$ cat src/design/tic_pkg.sv
// shared constants, types and decode helpers for the touch input configuration block
// assumes a single 100 MHz core clock and a register port driven by the serial protocol engine

package tic_pkg;

    // ************************************************************
    // register map
    // ************************************************************
    localparam logic [7:0] TIC_ADDR_GEN_CFG = 8'h20;
    localparam logic [7:0] TIC_ADDR_ENABLE = 8'h21;
    localparam logic [7:0] TIC_ADDR_TIMING = 8'h22;
    localparam logic [7:0] TIC_ADDR_HOLD = 8'h23;
    localparam logic [7:0] TIC_ADDR_POLICY = 8'h44;

    localparam logic [7:0] TIC_RST_GEN_CFG = 8'h20;
    localparam logic [7:0] TIC_RST_ENABLE = 8'hff;
    localparam logic [7:0] TIC_RST_TIMING = 8'ha4;
    localparam logic [7:0] TIC_RST_HOLD = 8'h07;
    localparam logic [7:0] TIC_RST_POLICY = 8'h40;

    // writable bits; reserved bits read as zero
    localparam logic [7:0] TIC_MASK_GEN_CFG = 8'hb8;
    localparam logic [7:0] TIC_MASK_ENABLE = 8'hff;
    localparam logic [7:0] TIC_MASK_TIMING = 8'hff;
    localparam logic [7:0] TIC_MASK_HOLD = 8'h0f;
    localparam logic [7:0] TIC_MASK_POLICY = 8'h7f;

    // ************************************************************
    // field positions
    // ************************************************************
    localparam int TIC_BIT_TIMEOUT_EN = 3;
    localparam int TIC_BIT_LOWFREQ_DIS = 4;
    localparam int TIC_BIT_BL_IRQ_EN = 4;
    localparam int TIC_BIT_RADIO_ONLY = 3;
    localparam int TIC_BIT_RADIO_DIS = 2;
    localparam int TIC_BIT_CAL_IRQ_EN = 1;
    localparam int TIC_BIT_REL_SUPPRESS = 0;
    localparam int TIC_FLD_MAX_LSB = 4;
    localparam int TIC_FLD_CODE_W = 4;

    // ************************************************************
    // timing
    // ************************************************************
    localparam int TIC_CLK_NS = 10;
    localparam int TIC_TICK_NS = 1000000;
    localparam int TIC_TICK_CYCLES = TIC_TICK_NS / TIC_CLK_NS;
    localparam int TIC_TICK_W = 17;
    localparam int TIC_DUR_W = 14;
    localparam int TIC_RPT_W = 10;
    localparam logic [TIC_RPT_W-1:0] TIC_STEP_MS = 10'h023;
    localparam logic [TIC_DUR_W-1:0] TIC_DUR_SAT = 14'h3fff;

    typedef enum logic [3:0] {
        TIC_IDLE = 4'h1,
        TIC_TOUCH = 4'h2,
        TIC_HELD = 4'h4,
        TIC_WAIT = 4'h8
    } tic_chan_e;

    typedef struct packed {
        tic_chan_e st;
        logic [TIC_DUR_W-1:0] dur_ms;
        logic [TIC_RPT_W-1:0] rpt_ms;
        logic evt;
        logic hold_evt;
        logic recal;
    } tic_chan_s;

    // per-channel timing settings handed down from the register bank
    typedef struct packed {
        logic timeout_en;
        logic rel_suppress;
        logic [TIC_DUR_W-1:0] max_ms;
        logic [TIC_RPT_W-1:0] hold_ms;
        logic [TIC_RPT_W-1:0] rpt_ms;
    } tic_timing_s;

    typedef struct packed {
        logic [7:0] gen_cfg;
        logic [7:0] enable;
        logic [7:0] timing;
        logic [7:0] hold;
        logic [7:0] policy;
        logic [TIC_TICK_W-1:0] tick_cnt;
        logic tick;
        logic bl_prev;
        logic cf_prev;
        logic [7:0] noise_status;
        logic [7:0] touch_ok;
        logic status_evt;
        logic [7:0] rdata;
        logic rvalid;
    } tic_regs_s;

    // steps of 35 ms, code 0 meaning one step
    function automatic logic [TIC_RPT_W-1:0] tic_step_ms(input logic [TIC_FLD_CODE_W-1:0] code);
        tic_step_ms = TIC_RPT_W'(TIC_STEP_MS * ({6'h00, code} + 10'h001));
    endfunction : tic_step_ms

    function automatic logic [TIC_DUR_W-1:0] tic_max_ms(input logic [TIC_FLD_CODE_W-1:0] code);
        case (code)
            4'h0: tic_max_ms = 14'h0230;
            4'h1: tic_max_ms = 14'h0348;
            4'h2: tic_max_ms = 14'h0460;
            4'h3: tic_max_ms = 14'h0578;
            4'h4: tic_max_ms = 14'h0690;
            4'h5: tic_max_ms = 14'h08c0;
            4'h6: tic_max_ms = 14'h0af0;
            4'h7: tic_max_ms = 14'h0d20;
            4'h8: tic_max_ms = 14'h0f50;
            4'h9: tic_max_ms = 14'h1180;
            4'ha: tic_max_ms = 14'h15e0;
            4'hb: tic_max_ms = 14'h1a40;
            4'hc: tic_max_ms = 14'h1ea0;
            4'hd: tic_max_ms = 14'h22ca;
            4'he: tic_max_ms = 14'h2760;
            default: tic_max_ms = 14'h2bc0;
        endcase
    endfunction : tic_max_ms

endpackage : tic_pkg

$ cat src/design/tic_chan.sv
// one sensor input's press, release, repeat, hold and max-duration timing
// assumes a qualified touch level and a 1 ms tick, both on core_clk

`timescale 1ns/1ns

module tic_chan (
    input wire logic core_clk,
    input wire logic rst_b,
    input wire logic tick,
    input wire logic touch,
    input wire logic auto_rpt,
    input wire tic_pkg::tic_timing_s cfg,
    output logic evt,
    output logic hold_evt,
    output logic recal
);
    import tic_pkg::*;

    tic_chan_s cur;
    tic_chan_s next_cur;

    // ************************************************************
    // channel state machine
    // ************************************************************
    always_comb begin
        next_cur = cur;
        next_cur.evt = 1'b0;
        next_cur.hold_evt = 1'b0;
        next_cur.recal = 1'b0;
        // counters share the common tick; duration saturates instead of wrapping
        if (tick) begin
            if (cur.dur_ms != TIC_DUR_SAT) begin
                next_cur.dur_ms = cur.dur_ms + 14'h0001;
            end
            next_cur.rpt_ms = cur.rpt_ms + 10'h001;
        end
        case (cur.st)
            TIC_IDLE: begin
                if (touch) begin
                    next_cur.st = TIC_TOUCH;
                    next_cur.dur_ms = '0;
                    next_cur.rpt_ms = '0;
                    next_cur.evt = 1'b1;
                end
            end
            TIC_TOUCH: begin
                if (!touch) begin
                    next_cur.st = TIC_IDLE;
                    next_cur.evt = !cfg.rel_suppress;
                end else if (cfg.timeout_en && cur.dur_ms >= cfg.max_ms) begin
                    next_cur.st = TIC_WAIT;
                    next_cur.recal = 1'b1;
                end else if (auto_rpt && cur.dur_ms > {4'h0, cfg.hold_ms}) begin
                    // equal to the threshold still counts as a plain touch
                    next_cur.st = TIC_HELD;
                    next_cur.hold_evt = 1'b1;
                    next_cur.rpt_ms = '0;
                end
            end
            TIC_HELD: begin
                if (!touch) begin
                    next_cur.st = TIC_IDLE;
                    next_cur.evt = !cfg.rel_suppress;
                end else if (cfg.timeout_en && cur.dur_ms >= cfg.max_ms) begin
                    next_cur.st = TIC_WAIT;
                    next_cur.recal = 1'b1;
                end else if (cur.rpt_ms >= cfg.rpt_ms) begin
                    next_cur.evt = 1'b1;
                    next_cur.rpt_ms = '0;
                end
            end
            TIC_WAIT: begin
                // recalibration absorbs the touch, so its end raises nothing
                if (!touch) begin
                    next_cur.st = TIC_IDLE;
                end
            end
            default: begin
                next_cur.st = TIC_IDLE;
            end
        endcase
    end

    // state register
    always_ff @(posedge core_clk or negedge rst_b) begin
        if (!rst_b) begin
            cur <= '{st: TIC_IDLE, default: '0};
        end else begin
            cur <= next_cur;
        end
    end

    assign evt = cur.evt;
    assign hold_evt = cur.hold_evt;
    assign recal = cur.recal;

endmodule : tic_chan

$ cat src/design/tic_regs.sv
// touch input configuration bank: registers, noise qualification and per-input timing
// assumes a byte register port from the serial protocol engine and sensing logic on core_clk
// the sensing front end hands over levels already on core_clk, so no input is synchronised
// here; a source on another clock must be retimed before it reaches this bank

`timescale 1ns/1ns

module tic_regs #(
    parameter int TICK_CYCLES = tic_pkg::TIC_TICK_CYCLES
) (
    input wire logic core_clk,
    input wire logic rst_b,
    input wire logic [7:0] reg_addr,
    input wire logic reg_wr,
    input wire logic [7:0] reg_wdata,
    input wire logic reg_rd,
    output logic [7:0] reg_rdata,
    output logic reg_rvalid,
    input wire logic [7:0] touch_raw,
    input wire logic [7:0] radio_noise,
    input wire logic [7:0] lowfreq_noise,
    input wire logic [7:0] auto_repeat_en,
    input wire logic baseline_limit_flag,
    input wire logic calib_fail_flag,
    output logic [7:0] active_input_enable,
    output logic [7:0] touch_qualified,
    output logic [7:0] noise_status,
    output logic [7:0] touch_event,
    output logic [7:0] hold_event,
    output logic [7:0] recal_request,
    output logic status_alert
);
    import tic_pkg::*;

    tic_regs_s cur;
    tic_regs_s next_cur;
    tic_timing_s timing_cfg;
    logic [7:0] blocked;

    // ************************************************************
    // register field views
    // ************************************************************
    logic touch_timeout_enable;
    logic lowfreq_dis;
    logic baseline_limit_irq_en;
    logic report_radio_noise_only;
    logic radio_filter_disable;
    logic calib_fail_irq_en;
    logic release_irq_suppress;
    logic [TIC_FLD_CODE_W-1:0] touch_timeout_code;
    logic [TIC_FLD_CODE_W-1:0] repeat_interval_code;
    logic [TIC_FLD_CODE_W-1:0] hold_threshold_code;

    // single-bit controls, read straight from the stored words
    assign touch_timeout_enable = cur.gen_cfg[TIC_BIT_TIMEOUT_EN];
    assign lowfreq_dis = cur.gen_cfg[TIC_BIT_LOWFREQ_DIS];
    assign baseline_limit_irq_en = cur.policy[TIC_BIT_BL_IRQ_EN];
    assign report_radio_noise_only = cur.policy[TIC_BIT_RADIO_ONLY];
    assign radio_filter_disable = cur.policy[TIC_BIT_RADIO_DIS];
    assign calib_fail_irq_en = cur.policy[TIC_BIT_CAL_IRQ_EN];
    assign release_irq_suppress = cur.policy[TIC_BIT_REL_SUPPRESS];
    // timing codes; the upper nibble of the hold word is reserved and reads zero
    assign touch_timeout_code = cur.timing[TIC_FLD_MAX_LSB +: TIC_FLD_CODE_W];
    assign repeat_interval_code = cur.timing[0 +: TIC_FLD_CODE_W];
    assign hold_threshold_code = cur.hold[0 +: TIC_FLD_CODE_W];

    // decoded timings, shared by all eight inputs; one decoder serves them all
    // because every input runs from the same register fields
    always_comb begin
        timing_cfg.timeout_en = touch_timeout_enable;
        timing_cfg.rel_suppress = release_irq_suppress;
        timing_cfg.max_ms = tic_max_ms(touch_timeout_code);
        timing_cfg.rpt_ms = tic_step_ms(repeat_interval_code);
        timing_cfg.hold_ms = tic_step_ms(hold_threshold_code);
    end

    // ************************************************************
    // noise qualification
    // ************************************************************
    // blocking acts on the delta count whatever the status reporting shows
    assign blocked = (radio_noise & {8{!radio_filter_disable}})
                   | (lowfreq_noise & {8{!lowfreq_dis}});

    // ************************************************************
    // address decode
    // ************************************************************
    // positions in the one-hot register select
    localparam int SEL_GEN_CFG = 0;
    localparam int SEL_ENABLE = 1;
    localparam int SEL_TIMING = 2;
    localparam int SEL_HOLD = 3;
    localparam int SEL_POLICY = 4;
    localparam int SEL_W = 5;

    // one select for the write and the read path, so the two never disagree
    // on which word an address reaches; unmapped addresses select nothing
    function automatic logic [SEL_W-1:0] reg_select(input logic [7:0] addr);
        reg_select = '0;
        reg_select[SEL_GEN_CFG] = (addr == TIC_ADDR_GEN_CFG);
        reg_select[SEL_ENABLE] = (addr == TIC_ADDR_ENABLE);
        reg_select[SEL_TIMING] = (addr == TIC_ADDR_TIMING);
        reg_select[SEL_HOLD] = (addr == TIC_ADDR_HOLD);
        reg_select[SEL_POLICY] = (addr == TIC_ADDR_POLICY);
    endfunction : reg_select

    logic [SEL_W-1:0] sel;
    assign sel = reg_select(reg_addr);

    // ************************************************************
    // next state
    // ************************************************************
    always_comb begin
        next_cur = cur;
        next_cur.rvalid = 1'b0;
        next_cur.status_evt = 1'b0;
        // common 1 ms time base; it runs free, so a press lands anywhere in a tick
        // period and every measured duration carries up to one tick of slack
        next_cur.tick = 1'b0;
        if (cur.tick_cnt == TIC_TICK_W'(TICK_CYCLES - 1)) begin
            next_cur.tick_cnt = '0;
            next_cur.tick = 1'b1;
        end else begin
            next_cur.tick_cnt = cur.tick_cnt + 17'h00001;
        end
        // register writes; reserved bits stay zero, unmapped addresses are ignored
        if (reg_wr && sel[SEL_GEN_CFG]) begin
            next_cur.gen_cfg = reg_wdata & TIC_MASK_GEN_CFG;
        end
        if (reg_wr && sel[SEL_ENABLE]) begin
            next_cur.enable = reg_wdata & TIC_MASK_ENABLE;
        end
        if (reg_wr && sel[SEL_TIMING]) begin
            next_cur.timing = reg_wdata & TIC_MASK_TIMING;
        end
        if (reg_wr && sel[SEL_HOLD]) begin
            next_cur.hold = reg_wdata & TIC_MASK_HOLD;
        end
        if (reg_wr && sel[SEL_POLICY]) begin
            next_cur.policy = reg_wdata & TIC_MASK_POLICY;
        end
        // reads answer one cycle later from the old contents, so a write to the
        // same word in the same cycle shows only at the next read; unmapped read zero
        if (reg_rd) begin
            next_cur.rvalid = 1'b1;
            next_cur.rdata = ({8{sel[SEL_GEN_CFG]}} & cur.gen_cfg)
                           | ({8{sel[SEL_ENABLE]}} & cur.enable)
                           | ({8{sel[SEL_TIMING]}} & cur.timing)
                           | ({8{sel[SEL_HOLD]}} & cur.hold)
                           | ({8{sel[SEL_POLICY]}} & cur.policy);
        end
        // bit n gates sensor input n+1; disabled inputs never touch
        next_cur.touch_ok = touch_raw & cur.enable & ~blocked;
        // noise status reporting
        if (report_radio_noise_only) begin
            next_cur.noise_status = radio_noise;
        end else begin
            next_cur.noise_status = radio_noise | lowfreq_noise;
        end
        // flag edges, so a flag held high alerts only once
        next_cur.bl_prev = baseline_limit_flag;
        next_cur.cf_prev = calib_fail_flag;
        if (baseline_limit_irq_en && baseline_limit_flag && !cur.bl_prev) begin
            next_cur.status_evt = 1'b1;
        end
        if (calib_fail_irq_en && calib_fail_flag && !cur.cf_prev) begin
            next_cur.status_evt = 1'b1;
        end
    end

    // state register
    always_ff @(posedge core_clk or negedge rst_b) begin
        if (!rst_b) begin
            cur <= '{gen_cfg: TIC_RST_GEN_CFG, enable: TIC_RST_ENABLE, timing: TIC_RST_TIMING,
                     hold: TIC_RST_HOLD, policy: TIC_RST_POLICY, default: '0};
        end else begin
            cur <= next_cur;
        end
    end

    // ************************************************************
    // per-input timing channels
    // ************************************************************
    // eight identical channels on one decoded timing word; only auto repeat is per input
    genvar gi;
    generate
        for (gi = 0; gi < 8; gi++) begin : g_chan
            tic_chan u_chan (
                .core_clk(core_clk),
                .rst_b(rst_b),
                .tick(cur.tick),
                .touch(cur.touch_ok[gi]),
                .auto_rpt(auto_repeat_en[gi]),
                .cfg(timing_cfg),
                .evt(touch_event[gi]),
                .hold_evt(hold_event[gi]),
                .recal(recal_request[gi])
            );
        end
    endgenerate

    // outputs straight from registers
    assign reg_rdata = cur.rdata;
    assign reg_rvalid = cur.rvalid;
    assign active_input_enable = cur.enable;
    assign touch_qualified = cur.touch_ok;
    assign noise_status = cur.noise_status;
    assign status_alert = cur.status_evt;

endmodule : tic_regs

$ cat config.mk
export PLATFORM = sky130hd
export DESIGN_NAME = tic_regs
export DESIGN_NICKNAME = d
export VERILOG_FILES = /design/src/design/tic_pkg.sv /design/src/design/tic_chan.sv /design/src/design/tic_regs.sv
export SDC_FILE = /design/constraint.sdc
export NUM_CORES = 1
export LEC_CHECK = 0
export BUFFER_PORTS_ARGS = -buffer_cell sky130_fd_sc_hd__clkbuf_2
export CAP_MARGIN = 5
export CORE_MARGIN = 5
export CORE_UTILIZATION = 65
export CTS_BUF_LIST = sky130_fd_sc_hd__clkbuf_8
export DETAILED_ROUTE_END_ITERATION = 12
export PLACE_DENSITY_LB_ADDON = 0.25
export SLEW_MARGIN = 20
export SYNTH_ARGS = -nofsm -noshare
export SYNTH_HDL_FRONTEND = slang
export SYNTH_SLANG_ARGS = --single-unit
$ cat constraint.sdc
create_clock -name core_clk -period 6.1 [get_ports core_clk]
set_clock_uncertainty 0.2 [all_clocks]
set_input_delay 1.22 -clock core_clk [delete_from_list [all_inputs] [get_ports core_clk]]
set_output_delay 1.22 -clock core_clk [all_outputs]
set_load 0.02 [all_outputs]
==> results of run 1 <==
==> final cells by class <==
class / count / area [µm²]
clock buffers: 68 / 936
clock inverters: 32 / 269
fillers: 2538 / 9660
inverters: 108 / 405
multi-input cells: 1886 / 13700
flip-flops and latches: 325 / 8160
well taps: 455 / 569
repair buffers: 158 / 963
==> through the flow <==
stage	instances	power, mW	util	area [µm²]	hold slack, ps
2_1_floorplan	2431	2.92	-	22800	199
3_3_place_gp	2929	3.17	0.684	23700	205
3_5_place_dp	2929	3.23	0.684	23700	231
4_1_cts	3029	5.38	0.719	24900	236
5_1_grt	3032	5.60	0.721	25000	197
6_report	3032	5.36	0.721	25000	200
==> timing repair <==
| action | CTS | global route |
|---|---|---|
| buffers inserted | 0 | 2 |
| gates resized for setup | 0 | 2 |
| endpoints found under the setup margin | 0 | 40 |
| hold buffers | 0 | 0 |
==> report_power, final <==
group,switching [mW],internal (mW)
clock,0.963,1.18
combinational,0.468,0.333
sequential,0.147,2.26
total,1.58,3.78
==> kinds of logic (layout without fill, tap and decap cells) <==
family | Yosys count | in the layout | synth area share
simple gates | 895 | 895 | 0.194
xor+xnor | 214 | 214 | 0.0857
buf+inv | 220 | 366 | 0.0457
mux | 56 | 56 | 0.0268
compound gates | 429 | 429 | 0.129
flops | 325 | 325 | 0.358
fa+ha+maj | 292 | 292 | 0.161
==> sequential cells by signal, summed over array words and instances, names as in the netlist <==
signal	flops
status_alert	1
g_chan.u_chan.cur	224
touch_qualified	8
reg_rdata	8
calib_fail_irq_en	1
cur	41
g_chan.u_chan.recal	8
noise_status	8
g_chan.u_chan.hold_evt	8
reg_rvalid	1
g_chan.u_chan.evt	8
baseline_limit_irq_en	1
active_input_enable	8
==> cell usage in the layout, fill, tap and decap left out, drive strengths merged, types with 18 or more instances in the layout <==
cell type and instances:
mux2 31, a21o 34, nor4 24, o21ai 84
a211oi 25, a21oi 92, nand2 153, mux2i 24
a31oi 29, buf 48, nand4 70, and3 42
and4 18, o21a 20, dfstp 24, nor2 287
nor3 75, dfrtp 301, xor2 120, nand2b 28
ha 288, nor2b 28, nand3 105, inv 122
clkbuf 178, xnor2 90
==> how the worst min path moves through the flow <==
| stage | slack (ps) | endpoint | from |
|---|---|---|---|
| 6_report | 200 | g_chan[2].u_chan.cur[7] | rst_b |
| 3_3_place_gp | 200 | status_alert | cur[27] |
| 4_1_cts | 240 | status_alert | cur[27] |
| 2_1_floorplan | 200 | status_alert | cur[27] |
| 3_5_place_dp | 230 | status_alert | cur[27] |
| 5_1_grt | 200 | g_chan[2].u_chan.cur[6] | rst_b |
==> critical path, delay by kind of cell (launching register included) <==
| kind | cells | cell delay [ps] |
|---|---|---|
| XOR/XNOR | 2 | 810 |
| buffers and inverters | 5 | 670 |
| flip-flops | 1 | 650 |
| adder cells (fa/ha/maj) | 5 | 1350 |
| AO/OA/AOI/OAI | 5 | 1180 |
| AND/OR/NAND/NOR | 6 | 870 |
==> routing by layer <==
metal | up-vias | GRT usage | share of wire
li1 | 8981 | - | -
met1 | 9363 | 0.421 | 0.41
met2 | 817 | 0.504 | 0.46
met3 | 216 | 0.0621 | 0.080
met4 | 4 | 0.144 | 0.049
met5 | - | 0 | 0.00043
==> metrics.yaml, run 1 <==
status: "finished clean"
ys.flop_type: "dfrtp_1"
slew_headroom: 0.268
synth_area_um2: 22800
pwr_density_cell_nw_per_um2: 215
p_leak_nw: 11.9
cp-end-kind: "register"
drt_iter0_markers: 1516
hold_viol: 0
yosys.area.top_type_share: 0.330
die_h_um: 197
routedWlPerCell_um: 20.5
rsz0062_at_grt: "true"
antenna_found_initial: 1
cp-endpoint: "g_chan[1].u_chan.cur[8]"
synth_area_leader_cell: "dfrtp_1"
critPathMaxFanout: 10
ys_warn_count: 0
wirelength_mm: 62.2
tightest_slew_ps: 1080
setup_slack_ps: 251
overflow: 0
start_util: 0.659
grt_pass1_wl_mm: 99.6
cp_common_cell: "ha_1"
placement.io_buffers: 111
diodes: 0
row_count: 68
drtPass1Iterations: 6
grt_usage: 0.316
synth.avg_cell_area_um2: 9.38
yosysSeqAreaShare: 0.358
crit_slowest_cell: "dfstp_2"
numCtsBuffers: 54
ant_nets: 0
synth_common_cells: "dfrtp_1, ha_1, nor2_1, nand2_1, xor2_1"
finalMaxSlewViolations: 0
syn_to_final_growth_pct: 9.47
arrival_ps: 6210
crit_chain: "nand3_2 -> xor2_4 -> inv_1 -> ha_1 -> ha_1 -> inv_1 -> fa_1 -> inv_1 -> ha_1 -> nor2b_1 -> a21oi_1 -> nor2_1 -> o21ai_0 -> xor2_1 -> buf_4 -> ha_1 -> and4b_1 -> and3_1 -> o211ai_1 -> a41oi_1 -> a211oi_2 -> buf_4 -> nor2_1"
cts.sinks: 325
worstPathRequired_ps: 6460
chipWidth_um: 197
finalSetupViolCount: 0
cpPeakStageDelay_ps: 650
final_min_period_over_clock_period: 0.959
synth_cell_types: 90
synth_edf_count: 0
via_count: 19400
core_um2: 34600
yosys_register_bits: 325
synth_cells: 2431
post-place-ws_ps: 103
hpwl_mm: 45.0
max_freq_mhz: 171
drive_gt1_frac: 0.131
timing.rr.end: "g_chan[1].u_chan.cur[8]"
root_buffer: "clkbuf_8"
ys_async_sr_fraction: 1.00
final_nets: 2877
dieArea_um2: 38900
clock_latency_ps: 680
cts_max_level: 2
post-synth-top-count-cell: "dfrtp_1"
ir_worst_vdd_uv: 224
r2r_cells: 23
maxCapViolCount: 0
clk_pin_slew_ps: 60
fin_crit_ps: 5850
vias_per_cell: 6.39
critPathLaunchType: "register"
r2r_slack_ps: 250
cts_max_path_buffers: 3
place_congestion: 0.968
grt_max_degree: 126
drc: 0
syn-num-nets: 2775
ios: 112
r2r-start: "cur[54]"
finalSetupTns_ps: 0
path_class: "reg2reg"
critPathLaunch: "cur[54]"
hp-class: "in2async"
grt_pass1_vias: 19400
cts_tree: "yes"
synth_area_leaders: "dfrtp_1, ha_1, nor2_1, xor2_1, xnor2_1"
Note: power is estimated with default switching activity, not from simulation.
==> inputs of run 2 (changes only) <==
ABC_AREA = 1   (was default)
==> metrics.yaml, run 2 <==
clock_latency_ps: 670
cts.sinks: 325
yosysSeqAreaShare: 0.349
post-synth-top-count-cell: "nand2_1"
finalSetupTns_ps: 0
cts_tree: "yes"
layout_common_cells: "nand2_1, inv_1, dfrtp_1, nor2_1, ha_1"
critPathLaunchType: "register"
synth.avg_cell_area_um2: 7.84
drt_iter0_markers: 1602
p_leak_nw: 13.0
hp-class: "reg2reg"
yosys_register_bits: 325
grt_usage: 0.324
critPathMaxFanout: 10
syn-num-nets: 3329
ys.flop_type: "dfrtp_1"
ir_worst_vdd_uv: 225
ys_warn_count: 0
cp-end-kind: "register"
multi_input_area_um2: 13300
finalSetupViolCount: 0
ys_async_sr_fraction: 1.00
synth_edf_count: 0
final_nets: 3428
ios: 112
max_freq_mhz: 204
final_cell_area_um2: 25400
worstPathRequired_ps: 6490
holdBufCountCts: 0
hpwl_mm: 47.6
wirelength_mm: 64.6
place_congestion: 0.944
rsz0062_at_grt: "false"
drive_gt1_frac: 0.103
chipWidth_um: 200
vias_per_cell: 6.01
synth_area_leader_cell: "dfrtp_1"
dieArea_um2: 39900
clk_pin_slew_ps: 60
routedWlPerCell_um: 18.0
seq_area_um2: 8160
ant_nets: 0
core_um2: 35600
die_h_um: 200
maxCapViolCount: 0
grt_pass1_wl_mm: 105
synth_cells: 2985
syn_to_final_growth_pct: 8.45
final_util: 0.713
placement.io_buffers: 111
top_regs: "g_chan.u_chan.cur x224, cur x41"
arrival_ps: 5300
postPlaceCellArea_um2: 24200
drc: 0
cts_max_level: 2
fillers: 2789
path_class: "reg2reg"
layout_commonest_cell: "nand2_1"
final_min_period_over_clock_period: 0.805
yosys.area.top_type_share: 0.322
fin_hold_ws_ps: 233
fin_crit_ps: 4910
antenna_found_initial: 1
overflow: 0
pwr_density_cell_nw_per_um2: 242
numCtsBuffers: 55
largest_register_ffs: 224
hold_viol: 0
synth_area_leaders: "dfrtp_1, ha_1, nand2_1, inv_1, a21oi_1"
root_buffer: "clkbuf_8"
synth_cell_types: 58
via_count: 21600
tightest_slew_ps: 1020
status: "finished clean"
finalMaxSlewViolations: 0
synth_common_cells: "nand2_1, inv_1, dfrtp_1, nor2_1, ha_1"
regMostFlops: "g_chan.u_chan.cur"
start_util: 0.658
slew_headroom: 0.317
synth_area_um2: 23400
grt_max_degree: 95
row_count: 69
cts_max_path_buffers: 3
post_cts_buffers: 0
drtPass1Iterations: 5
grt_pass1_vias: 21400
ctsResizeCount: 0
## run 2: path summary, 6_finish.rpt
kind	startpoint	endpoint	slack, ps	cells past startpoint
hold / removal	cur[26]	status_alert	230	1
max in group asynchronous	rst_b	g_chan[1].u_chan.cur[16]	4060	2
hold reg to reg	cur[26]	status_alert	230	1
setup / recovery	cur[64]	g_chan[3].u_chan.cur[7]	1190	26
min in group asynchronous	rst_b	g_chan[0].u_chan.cur[13]	350	1
setup reg to reg	cur[64]	g_chan[3].u_chan.cur[7]	1190	26
## run 2: cells by family after synthesis
logic type      count (synthesis)  share of synthesized area
compound gates                549                      0.132
buf+inv                       477                     0.0863
mux                            13                    0.00594
flops                         325                      0.349
xor+xnor                      103                     0.0386
fa+ha+maj                     290                      0.156
simple gates                 1228                      0.232
## run 2: where the power goes
group / switching [mW] / leakage [nW] / internal, mW
combinational: 1.18 / 8.03 / 0.495
clock: 0.970 / 0.677 / 1.16
sequential: 0.0877 / 4.34 / 2.26
## run 2: per-stage QoR
| stage | std cells | setup slack, ps | total power, mW |
|---|---|---|---|
| 4_1_cts | 3590 | 1250 | 6.15 |
| 3_5_place_dp | 3488 | 1280 | 4.01 |
| 5_1_grt | 3590 | 733 | 6.47 |
| 2_1_floorplan | 2985 | 1700 | 3.46 |
| 3_3_place_gp | 3488 | 1390 | 3.94 |
| 6_report | 3591 | 1190 | 6.15 |
## run 2: worst max-delay path, stage by stage, from the launching register on
cell	delay (ps)
dfstp_2	560
nand3_1	90
xor2_1	260
inv_1	130
ha_1	290
ha_1	130
inv_1	50
fa_1	380
inv_1	70
ha_1	230
inv_1	100
nor2_1	50
nor2_1	140
nor2_1	50
o21ai_0	190
xor2_1	160
buf_4	230
ha_1	290
nand2_1	90
nor2_1	60
o211ai_1	100
nand4_1	280
nand3_1	200
nand2_1	110
nand3_4	210
nand2_1	80
inv_1	70
## run 2: per-layer routing
| layer | GRT usage | wire length [µm] | vias to the layer above |
|---|---|---|---|
| li1 | - | - | 10300 |
| met1 | 0.419 | 26600 | 10200 |
| met2 | 0.525 | 29400 | 919 |
| met3 | 0.0668 | 5290 | 245 |
| met4 | 0.156 | 3430 | 0 |
| met5 | 0 | 0 | - |
## run 2: cell type report
class	count	share of cell area
clock buffers	73	0.0396
inverters	387	0.0573
clock inverters	29	0.00774
well taps	461	0.0227
repair buffers	132	0.0285
flip-flops and latches	325	0.322
multi-input cells	2183	0.522
diodes	1	0.0000986
==> inputs of run 3 (changes only) <==
ABC_AREA = 0   (was 1)
CORE_UTILIZATION = 58   (was 65)
clock period = 4.4 ns   (was 6.1 ns; I/O delays follow)
==> metrics.yaml, run 3 (synthesis gave the netlist of run 1 again) <==
status: "complete, but fails checks"
violations: "setup timing"
routedWlPerCell_um: 20.1
largest_register_ffs: 224
start_util: 0.589
cts_max_path_buffers: 3
hold_viol: 0
numCtsBuffers: 56
dieArea_um2: 43400
final_nets: 3032
hpwl_mm: 47.4
clk_pin_slew_ps: 60
setup_slack_ps: -552
cts_max_level: 2
holdBufCountCts: 0
drt_iter0_markers: 1436
slew_headroom: 0.285
tightest_slew_ps: 1070
final_cell_area_um2: 27500
chipWidth_um: 208
place_congestion: 0.931
vias_per_cell: 6.06
arrival_ps: 5340
final_min_period_over_clock_period: 1.13
seq_area_um2: 8170
max_freq_mhz: 202
grt_max_degree: 89
wirelength_mm: 65.4
overflow: 0
top_regs: "g_chan.u_chan.cur x224, cur x41"
clock_latency_ps: 670
ant_nets: 0
drc: 0
cts.sinks: 325
drtPass1Iterations: 8
pwr_density_cell_nw_per_um2: 273
cts_tree: "yes"
path_class: "reg2reg"
rsz0062_at_grt: "true"
worstPathRequired_ps: 4790
maxCapViolCount: 0
core_um2: 38700
ios: 112
finalMaxSlewViolations: 0
placement.io_buffers: 111
grt_pass1_vias: 19900
finalSetupViolCount: 105
r2r-start: "cur[54]"
critPathMaxFanout: 5
critPathLaunch: "cur[54]"
fillers: 2884
grt_pass1_wl_mm: 104
die_h_um: 208
cp-end-kind: "register"
critPathLaunchType: "register"
final_util: 0.711
antenna_found_initial: 0
postPlaceCellArea_um2: 25100
fin_crit_ps: 4950
multi_input_area_um2: 14800
layout_commonest_cell: "dfrtp_1"
p_leak_nw: 12.8
fin_hold_ws_ps: 38.0
row_count: 72
syn_to_final_growth_pct: 20.7
grt_usage: 0.292
ir_worst_vdd_uv: 216
via_count: 19700
layout_common_cells: "dfrtp_1, ha_1, nor2_1, buf_4, nand2_1"
regMostFlops: "g_chan.u_chan.cur"
hp-class: "in2async"
root_buffer: "clkbuf_8"
drive_gt1_frac: 0.235
run 3: cell count changes in the layout (fill, tap and decap cells not counted), moves of 29 or more:
cell,delta
inv_1,-262
nor3_1,-37
buf_4,+140
a21oi_1,-184
nand3_1,-66
xor2_1,+46
a21o_1,+33
xnor2_1,+49
o21ai_0,-104
nand2_1,-373
nor2_1,-39
and3_1,+29
run 3: per-stage QoR:
stage	power [mW]	setup WS (ps)	TNS, ps	cells
finish	7.53	-552	-43050	3256
global route	7.89	-668	-57780	3254
CTS	7.50	-423	-26790	3239
detailed placement	4.60	-720	-51530	3113
global placement	4.53	-645	-40620	3113
floorplan	4.09	-514	-20290	2431
run 3: final cells by class:
class                   instances  share of cell area
well taps                     518              0.0235
clock inverters                34             0.00600
clock buffers                  72              0.0360
repair buffers                310              0.0866
diodes                          2            0.000182
flip-flops and latches        325               0.297
inverters                     108              0.0147
multi-input cells            1887               0.536
run 3: worst max-delay path, cell delays in order, from the launching register on:
cell	delay, ps
dfstp_2	620
nand3_4	110
xor2_4	150
inv_2	90
ha_4	270
ha_4	110
inv_2	30
fa_2	320
inv_2	80
ha_4	210
nor2b_4	130
a21oi_2	170
nor2_2	80
o21ai_2	190
xor2_2	150
buf_6	160
buf_4	120
buf_6	90
ha_4	190
a311o_1	250
a41oi_1	140
and3b_2	260
a311o_2	460
clkbuf_16	180
a21oi_2	110
run 3: worst paths after layout:
path,to,slack [ps],depth (start not counted)
worst max-delay path,g_chan[0].u_chan.cur[10],-550,24
worst min-delay path,g_chan[0].u_chan.cur[3],40,1
worst max register to register,g_chan[0].u_chan.cur[10],-550,24
worst min register to register,status_alert,220,1
max in group asynchronous,g_chan[3].u_chan.cur[14],2990,2
min in group core_clk,cur[26],140,1
run 3: what timing repair did:
item	in CTS	in global routing
pin swaps	38	32
cloned	2	3
setup buffers	19	17
setup endpoints to repair	110	112
gates resized for setup	103	76
run 3: report_power, final:
part / total, mW / switching [mW] / internal, mW
clock: 2.81 / 1.34 / 1.48
sequential: 3.34 / 0.197 / 3.14
combinational: 1.37 / 0.750 / 0.625
total: 7.53 / 2.29 / 5.24
run 3: per-layer routing:
layer,part of all wire,vias to the layer above,global-route usage
met5,0,-,0
met4,0.037,0,0.108
met3,0.057,161,0.0520
met2,0.48,618,0.492
met1,0.42,9659,0.378
li1,-,9289,-
